[config.mk]
export PLATFORM = sky130hd
export DESIGN_NAME = sac_regs
export DESIGN_NICKNAME = d
export VERILOG_FILES = /design/src/include/sac_pkg.sv /design/src/rtl/sac_regs.sv
export SDC_FILE = /design/constraint.sdc
export NUM_CORES = 1
export LEC_CHECK = 0
export BUFFER_PORTS_ARGS = -buffer_cell sky130_fd_sc_hd__buf_2
export CORE_UTILIZATION = 45
export CTS_CLUSTER_DIAMETER = 120
export DETAILED_ROUTE_END_ITERATION = 8
export PLACE_DENSITY = 0.72
export SLEW_MARGIN = 20
export SYNTH_ARGS = -nofsm -noshare
export SYNTH_HDL_FRONTEND = slang
export SYNTH_SLANG_ARGS = --single-unit
[constraint.sdc]
create_clock -name mclk_i -period 1.6 [get_ports mclk_i]
set_input_delay 0.16 -clock mclk_i [delete_from_list [all_inputs] [get_ports mclk_i]]
set_output_delay 0.16 -clock mclk_i [all_outputs]
set_load 0.005 [all_outputs]
[src/include/sac_pkg.sv]
// Package for the speaker amplifier control register bank.
// Assumes an 8-bit register port with 7-bit page-local addresses.
package sac_pkg;
  // Register offsets within the page
  localparam logic [6:0] SAC_ADDR_ROUTE = 7'h2D;
  localparam logic [6:0] SAC_ADDR_LATT = 7'h2E;
  localparam logic [6:0] SAC_ADDR_RATT = 7'h2F;
  // Field positions
  localparam int SAC_BIT_LROUTE = 7;
  localparam int SAC_BIT_RROUTE = 6;
  localparam int SAC_BIT_MONO = 2;
  localparam int SAC_BIT_LPWR = 1;
  localparam int SAC_BIT_RPWR = 0;
  localparam int SAC_BIT_LINK = 7;
  // Writable masks; other bits are reserved and read zero
  localparam logic [7:0] SAC_MASK_ROUTE = 8'hC7;
  localparam logic [7:0] SAC_MASK_LATT = 8'h7F;
  localparam logic [7:0] SAC_MASK_RATT = 8'hFF;
  // Reset values
  localparam logic [7:0] SAC_RST_ROUTE = 8'h00;
  localparam logic [7:0] SAC_RST_LATT = 8'h7F;
  localparam logic [7:0] SAC_RST_RATT = 8'h7F;
  // Attenuation code meaning "path not routed"
  localparam logic [6:0] SAC_ATT_OFF = 7'h7F;
  // First reserved attenuation code
  localparam logic [6:0] SAC_ATT_RSV_LO = 7'h76;
  // Read data for an unmapped offset
  localparam logic [7:0] SAC_RD_NONE = 8'h00;

  // Register state
  typedef struct packed {
    logic [7:0] route;
    logic [7:0] latt;
    logic [7:0] ratt;
    logic [7:0] rdata;
  } sac_state_s;
endpackage : sac_pkg

[src/rtl/sac_regs.sv]
// Speaker amplifier control register bank: routing, mono mode, driver
// power and line-to-speaker attenuation. Assumes a synchronous register
// port on mclk_i; writes are single-cycle strobes.
`timescale 1ns/1ps
module sac_regs
  import sac_pkg::*;
(
  // Clock and reset
  input wire logic mclk_i,
  input wire logic srst_i,
  // Register port
  input wire logic wr_en_i,
  input wire logic rd_en_i,
  input wire logic [6:0] addr_i,
  input wire logic [7:0] wdata_i,
  output logic [7:0] rdata_o,
  // Routing and power to the analog drivers
  output logic left_mixer_amp_to_left_o,
  output logic right_mixer_amp_to_right_o,
  output logic right_mixer_amp_to_left_o,
  output logic left_speaker_driver_pwr_o,
  output logic right_speaker_driver_pwr_o,
  output logic mono_mode_o,
  // Line output to speaker attenuation
  output logic [6:0] left_line_atten_o,
  output logic [6:0] right_line_atten_o,
  output logic left_line_output_routed_o,
  output logic right_line_output_routed_o
);
  import sac_pkg::*;

  sac_state_s st_q;
  sac_state_s st_d;
  logic [6:0] ratt_eff;

  // Next state: masked writes and registered read data
  always_comb
  begin
    st_d = st_q;
    if (wr_en_i)
    begin
      case (addr_i)
        SAC_ADDR_ROUTE: st_d.route = wdata_i & SAC_MASK_ROUTE;
        SAC_ADDR_LATT: st_d.latt = wdata_i & SAC_MASK_LATT;
        SAC_ADDR_RATT: st_d.ratt = wdata_i & SAC_MASK_RATT;
        default: st_d.rdata = st_q.rdata;
      endcase
    end
    if (rd_en_i)
    begin
      case (addr_i)
        SAC_ADDR_ROUTE: st_d.rdata = st_q.route;
        SAC_ADDR_LATT: st_d.rdata = st_q.latt;
        SAC_ADDR_RATT: st_d.rdata = st_q.ratt;
        default: st_d.rdata = SAC_RD_NONE;
      endcase
    end
  end

  // State register with documented defaults
  always_ff @(posedge mclk_i)
  begin
    if (srst_i)
    begin
      st_q.route <= SAC_RST_ROUTE;
      st_q.latt <= SAC_RST_LATT;
      st_q.ratt <= SAC_RST_RATT;
      st_q.rdata <= SAC_RD_NONE;
    end
    else
    begin
      st_q <= st_d;
    end
  end

  // Effective right code under the link bit
  assign ratt_eff = st_q.ratt[SAC_BIT_LINK] ? st_q.latt[6:0] : st_q.ratt[6:0];

  // Driver controls from stored fields; right-to-left routing gated by mono, right code through the link mux
  assign rdata_o = st_q.rdata;
  assign left_mixer_amp_to_left_o = st_q.route[SAC_BIT_LROUTE];
  assign right_mixer_amp_to_right_o = st_q.route[SAC_BIT_RROUTE];
  assign mono_mode_o = st_q.route[SAC_BIT_MONO];
  assign right_mixer_amp_to_left_o = mono_mode_o & st_q.route[SAC_BIT_RROUTE];
  assign left_speaker_driver_pwr_o = st_q.route[SAC_BIT_LPWR];
  assign right_speaker_driver_pwr_o = st_q.route[SAC_BIT_RPWR];
  assign left_line_atten_o = st_q.latt[6:0];
  assign right_line_atten_o = ratt_eff;
  assign left_line_output_routed_o = (st_q.latt[6:0] != SAC_ATT_OFF);
  assign right_line_output_routed_o = (ratt_eff != SAC_ATT_OFF);

  // Reserved route bits never store ones
  AST_RSV_ZERO: assert property (@(posedge mclk_i) disable iff (srst_i)
    (st_q.route & ~SAC_MASK_ROUTE) == 8'h00 && !st_q.latt[7])
    else $error("reserved bits not zero");
  // A write to the route register shows on the outputs next cycle
  AST_ROUTE_WR: assert property (@(posedge mclk_i) disable iff (srst_i)
    (wr_en_i && addr_i == SAC_ADDR_ROUTE) |=> left_mixer_amp_to_left_o == $past(wdata_i[7])
    && right_mixer_amp_to_right_o == $past(wdata_i[6]))
    else $error("routing not updated by write");
  AST_PWR_WR: assert property (@(posedge mclk_i) disable iff (srst_i)
    (wr_en_i && addr_i == SAC_ADDR_ROUTE) |=> left_speaker_driver_pwr_o == $past(wdata_i[1])
    && right_speaker_driver_pwr_o == $past(wdata_i[0]))
    else $error("driver power not updated by write");
  // Mono mode mirrors right routing to the left driver
  AST_MONO: assert property (@(posedge mclk_i) disable iff (srst_i)
    right_mixer_amp_to_left_o == (mono_mode_o && right_mixer_amp_to_right_o))
    else $error("mono mirroring wrong");
  // Left attenuation write lands next cycle
  AST_LATT_WR: assert property (@(posedge mclk_i) disable iff (srst_i)
    (wr_en_i && addr_i == SAC_ADDR_LATT) |=> left_line_atten_o == $past(wdata_i[6:0]))
    else $error("left attenuation not updated");
  // Link bit makes right path follow left code
  AST_LINK: assert property (@(posedge mclk_i) disable iff (srst_i)
    st_q.ratt[SAC_BIT_LINK] |-> right_line_atten_o == left_line_atten_o)
    else $error("linked attenuation mismatch");
  // Disconnect codes
  AST_OFF: assert property (@(posedge mclk_i) disable iff (srst_i)
    (left_line_output_routed_o == (left_line_atten_o != SAC_ATT_OFF))
    && (right_line_output_routed_o == (right_line_atten_o != SAC_ATT_OFF)))
    else $error("disconnect code handling wrong");
  // Defaults after reset
  AST_RESET: assert property (@(posedge mclk_i)
    $past(srst_i) |-> !left_speaker_driver_pwr_o && !right_speaker_driver_pwr_o
    && !left_line_output_routed_o && !right_line_output_routed_o && !mono_mode_o)
    else $error("reset defaults wrong");
  // Read back returns stored value one cycle later
  AST_READ: assert property (@(posedge mclk_i) disable iff (srst_i)
    (rd_en_i && !wr_en_i && addr_i == SAC_ADDR_RATT) |=> rdata_o == $past(st_q.ratt))
    else $error("read back mismatch");

  // Mono bit lands with a route write
  AST_MONO_WR: assert property (@(posedge mclk_i) disable iff (srst_i)
    (wr_en_i && addr_i == SAC_ADDR_ROUTE) |=> mono_mode_o == $past(wdata_i[SAC_BIT_MONO]))
    else $error("mono bit not updated by write");

  // Right power bit lands with a route write
  AST_RPWR_WR: assert property (@(posedge mclk_i) disable iff (srst_i)
    (wr_en_i && addr_i == SAC_ADDR_ROUTE)
    |=> right_speaker_driver_pwr_o == $past(wdata_i[SAC_BIT_RPWR]))
    else $error("right driver power not updated");

  // Right route bit lands with a route write
  AST_RROUTE_WR: assert property (@(posedge mclk_i) disable iff (srst_i)
    (wr_en_i && addr_i == SAC_ADDR_ROUTE)
    |=> right_mixer_amp_to_right_o == $past(wdata_i[SAC_BIT_RROUTE]))
    else $error("right routing not updated");

  // Unlinked right write lands on the right code
  AST_RATT_WR: assert property (@(posedge mclk_i) disable iff (srst_i)
    (wr_en_i && addr_i == SAC_ADDR_RATT && !wdata_i[SAC_BIT_LINK])
    |=> right_line_atten_o == $past(wdata_i[6:0]))
    else $error("right attenuation not updated");

  // Linked right write hands the right path to the left code
  AST_LINK_WR: assert property (@(posedge mclk_i) disable iff (srst_i)
    (wr_en_i && addr_i == SAC_ADDR_RATT && wdata_i[SAC_BIT_LINK])
    |=> right_line_atten_o == $past(left_line_atten_o))
    else $error("link write not applied");

  // Without the link the right path keeps its own code
  AST_UNLINKED: assert property (@(posedge mclk_i) disable iff (srst_i)
    !st_q.ratt[SAC_BIT_LINK] |-> right_line_atten_o == st_q.ratt[6:0])
    else $error("independent right code wrong");

  // Route outputs hold while nothing is written
  AST_HOLD_ROUTE: assert property (@(posedge mclk_i) disable iff (srst_i)
    !wr_en_i |=> $stable(st_q.route))
    else $error("route register changed without write");

  // Attenuation outputs hold while nothing is written
  AST_HOLD_ATT: assert property (@(posedge mclk_i) disable iff (srst_i)
    !wr_en_i |=> $stable(left_line_atten_o) && $stable(right_line_atten_o))
    else $error("attenuation changed without write");

  // Read data holds between reads
  AST_RDATA_HOLD: assert property (@(posedge mclk_i) disable iff (srst_i)
    !rd_en_i |=> $stable(rdata_o))
    else $error("read data changed without read");

  // Route register reads back with reserved bits clear
  AST_READ_ROUTE: assert property (@(posedge mclk_i) disable iff (srst_i)
    (rd_en_i && addr_i == SAC_ADDR_ROUTE) |=> rdata_o == $past(st_q.route)
    && (rdata_o & ~SAC_MASK_ROUTE) == 8'h00)
    else $error("route read back wrong");

  // Left register reads back with top bit clear
  AST_READ_LATT: assert property (@(posedge mclk_i) disable iff (srst_i)
    (rd_en_i && addr_i == SAC_ADDR_LATT) |=> rdata_o == $past(st_q.latt) && !rdata_o[7])
    else $error("left read back wrong");

  // Unmapped offsets read as zero
  AST_READ_NONE: assert property (@(posedge mclk_i) disable iff (srst_i)
    (rd_en_i && addr_i != SAC_ADDR_ROUTE && addr_i != SAC_ADDR_LATT
    && addr_i != SAC_ADDR_RATT) |=> rdata_o == SAC_RD_NONE)
    else $error("unmapped read not zero");

  // Left disconnect code drops the left path
  AST_LOFF: assert property (@(posedge mclk_i) disable iff (srst_i)
    left_line_atten_o == SAC_ATT_OFF |-> !left_line_output_routed_o)
    else $error("left disconnect code ignored");

  // Attenuation codes and read data return to defaults on reset
  AST_RESET_ATT: assert property (@(posedge mclk_i)
    $past(srst_i) |-> left_line_atten_o == SAC_ATT_OFF && right_line_atten_o == SAC_ATT_OFF
    && rdata_o == SAC_RD_NONE && !left_mixer_amp_to_left_o && !right_mixer_amp_to_right_o)
    else $error("attenuation reset defaults wrong");
endmodule : sac_regs

==> results.md <==
- Measured along the y axis, the die boundary spans 60.29 µm.
- The share of synthesized area occupied by flip-flops and latches is 36.66%.
- For this run, the total global-route usage over all layers was measured as 20.57%.
- By startpoint and endpoint, the worst setup path is classified as register to output pin.
- dfxtp_1 takes more of the synthesized area than any other cell.
- In the final routed layout, each cell accounts on average for 15.83 µm.
- The total area inside the core boundary comes to 3128 µm².
- The maximum operating frequency is 642.7 MHz.
- For the worst flop-to-flop path, the logic depth is 5.
- The count of boundary I/O pins is 49.
- The path type of the worst min-delay path is primary input to register.
- The number of distinct library cells after synthesis is 31.
- The register bit total from synthesis is 28.
- Total power for the finished layout comes to 1.085 mW.
- Across the run, the number of max-cap violations was 0.
- The post-route cell area is 1730 µm².
- For this run, design rule violations remaining after detail routing come to 0.
- The signal arrival time at the worst endpoint is 1.40 ns.
- The die outline area is 3635 µm².
- The kind of capture point of the worst setup path is an output pin.
- For this configuration, the core starts out at a cell density of 48.88%.
- The critical path goes through mux2_4 -> and3_4 -> nand4_1 -> buf_2.
- The number of core rows is 20.
- The portion of synthesized cell area occupied by the leading cell type is 36.66%.
- In this run the tightest slew margin relative to its limit is 66.56%.
- The first global-routing pass estimated 5457 µm of wire.
- The weighted congestion reported at the end of routability-driven placement is 0.8134.
- The logic depth of the worst setup path including buffers is 4.
- The CTS tree is built.
- The post-synthesis instance area is 1529 µm².
- The final max-slew violation count is 0.
- The worst setup path is launched from a register.
- The reg-to-reg critical path startpoint is st_q[15].
- The number of antenna violations at the first check in global routing came to 0.
- Global routing finished with a remaining overflow of 0.
- The hold violation total from the final report came to 0.
- The routed layout has 1317 vias.
- Once placement finished, the instance area stood at 1662 µm².
- In this run the mean area of a mapped cell was 9.677 µm².
- The ratio of cells with drive above 1 in the final layout is 39.15%.
- The worst path setup slack after routing is 0.04412 ns.
- The power density of the placed cells is 627.1 nW/µm².
- The run finished with clean final reports.
- Tracing the worst setup path back leads to its startpoint at st_q[15].
- Before antenna repair, the detailed router went through 4 iterations.
- The dominant delay contributor by cell family on the critical path is flip-flops.
- Across the routed clock network, the largest skew measured is 0.006261 ns.
- Along the worst path, the maximum fanout reaches 6.
- The end of the worst register-to-register path is rdata_o[7].
- Prior to clock tree synthesis, the placed netlist has a worst setup slack of 0.1744 ns.
- The slowest stage of the critical path belongs to the cell dfxtp_4.
- The number of hold buffers added after CTS was 0.
- The transition time of the tightest slew-check pin is 0.5016 ns.
- Entering global routing, the biggest net connects 27 pins.
- VDD sags by at most 0.0003589 V.
- The number of port buffers is 48.
- The average via count per standard cell is 5.652.
- The remaining antenna violation count after routing is 0.
- The total nets after synthesis is 177.
- For this block, the routed nets add up to 3689 µm of wire.
- Following the worst setup path forward leads to its endpoint at right_line_output_routed_o.
- The half-perimeter wire length after placement is 2760 µm.
- The first routing iteration left 45 violations.
- Setup repair after global routing could not meet its margin everywhere.
- The later-pin clock latency in the skew report is 0.31 ns.
- The share of the clock period used by the worst path is 97.24%.
- The count of nets after finishing is 210.
- Relative to the synthesized area, the layout overhead comes to 13.18%.
- Buffers inserted during clock tree synthesis total 3.
- The largest stage delay on the critical path is 0.42 ns.
- The clock period could shrink to 1.556 ns.
- In this run the register-to-register setup slack is 0.46 ns.
- STA puts the critical path data required time at 1.44 ns.
- From left edge to right edge, the die measures 60.29 µm.
- The via count of the first global-routing pass came to 1221.
- The clock passes through at most 2 buffers.
- The number of buffers and inverters on the critical path is 1.
- After synthesis, the cell types taking the most area are dfxtp_1, a211o_1, buf_4.
- The leakage power of the design is 0.7564 nW.
- The number of antenna diodes in the final layout is 0.
- Synthesis produced 158 cells.
- The number of endpoints failing setup at the final stage is 0.
- CTS built an H-tree with a depth of 1.
- The number of clock sinks is 28.
- Yosys printed 0 warnings.
- The clock-pin slew on the worst setup and hold paths is 0.13 ns.
- The tree is rooted in a clkbuf_4.
[where the power goes]
part / total, mW / internal (mW) / switching (mW) / leakage (nW)
Combinational: 0.106 / 0.0426 / 0.0631 / 0.516
Sequential: 0.701 / 0.698 / 0.00241 / 0.227
Clock: 0.279 / 0.0880 / 0.191 / 0.0138
Total: 1.09 / 0.829 / 0.256 / 0.756
[synth_stat cells]
cell type and instances:
dfxtp_1 28, buf_4 16, and3_1 15, a211o_1 14, mux2_2 10, a21oi_1 9, nand3_1 7, o21ai_0 6
mux2i_1 5, nand4_1 5, a22o_1 4, buf_2 4, nand2b_1 4, o2bb2ai_1 4, buf_6 3, clkbuf_1 3
and2_1 2, and4_1 2, and4b_1 2, nand2_1 2, nand2_2 2, nor2_1 2, a21bo_2 1, and2b_1 1
and4bb_2 1, inv_1 1, nand4b_1 1, nand4bb_1 1, nor2b_1 1, nor4_4 1, o41ai_1 1
[metrics by stage]
step                hold WS, ns  util (%)  setup TNS [ns]  instances
floorplan                0.3075         -               0        158
global placement         0.4497     53.12               0        227
detailed placement       0.4441     53.12               0        227
CTS                     0.09289     54.56               0        232
global route             0.1032     55.32        -0.02934        233
finish                   0.1173     55.32               0        233
[flip-flops by register name (all words and copies together) (netlist names)]
name,count
mono_mode_o,1
left_mixer_amp_to_left_o,1
right_mixer_amp_to_right_o,1
st_q,8
rdata_o,8
right_speaker_driver_pwr_o,1
left_speaker_driver_pwr_o,1
left_line_atten_o,7
[cells in the final DEF (no fill, tap or decap), types with 3 or more instances in the layout]
cell and instances:
o21ai_0 6, nand4_1 5, buf_2 48, a22o_1 4
a211o_1 14, o2bb2ai_1 4, dfxtp_1 27, and3_1 14
nand3_1 7, mux2_2 7, mux2_4 3, a21oi_1 9
buf_4 5, clkbuf_4 3, mux2i_1 5, nand2b_1 4
[what timing repair did]
item                                    in CTS  in global routing
cloned                                       0                  0
setup buffers                                2                  1
gates resized for setup                      3                  4
endpoints found under the hold margin        0                  0
endpoints found under the setup margin       3                  1
pin swaps                                    0                  1
[area by class of cell]
type,count,area (µm²)
Clock buffer,3,22.52
Fill cell,312,1398
Inverter,1,3.754
Multi-Input combinational cell,103,795.8
Sequential cell,28,564.3
Tap cell,44,55.05
Timing Repair Buffer,54,289.0
[metal layers]
metal  wire length [µm]  part of all wire (%)  track usage (%)
met1               1522                    41            22.40
met4                 57                   1.5            9.302
met5                  0                     0                0
met3                181                   4.9            4.113
met2               1928                    52            37.68
[worst register-to-register path: stages (launching register included)]
cell and delay, ns:
dfxtp_4 0.42, buf_4 0.12, buf_4 0.10, mux2i_1 0.07, o41ai_1 0.22, nor2b_1 0.16
[cell families after synthesis]
group | count (synthesis) | share of synthesized area (%)
and+or+nand+nor | 49 | 21.60
AOI/OAI and AO/OA | 39 | 18.74
buffers and inverters | 27 | 12.36
muxes | 15 | 10.64
DFF | 28 | 36.66
[how the worst min path moves through the flow]
stage	cells after the start	slack, ns	start	endpoint
floorplan	2	0.31	wdata_i[7]	st_q[15]
global placement	3	0.45	wdata_i[7]	st_q[15]
detailed placement	3	0.44	wdata_i[7]	st_q[15]
CTS	3	0.09	wdata_i[7]	st_q[15]
global route	3	0.10	wdata_i[1]	left_speaker_driver_pwr_o
finish	3	0.12	wdata_i[7]	left_mixer_amp_to_left_o
(Power assumes the default switching activity.)
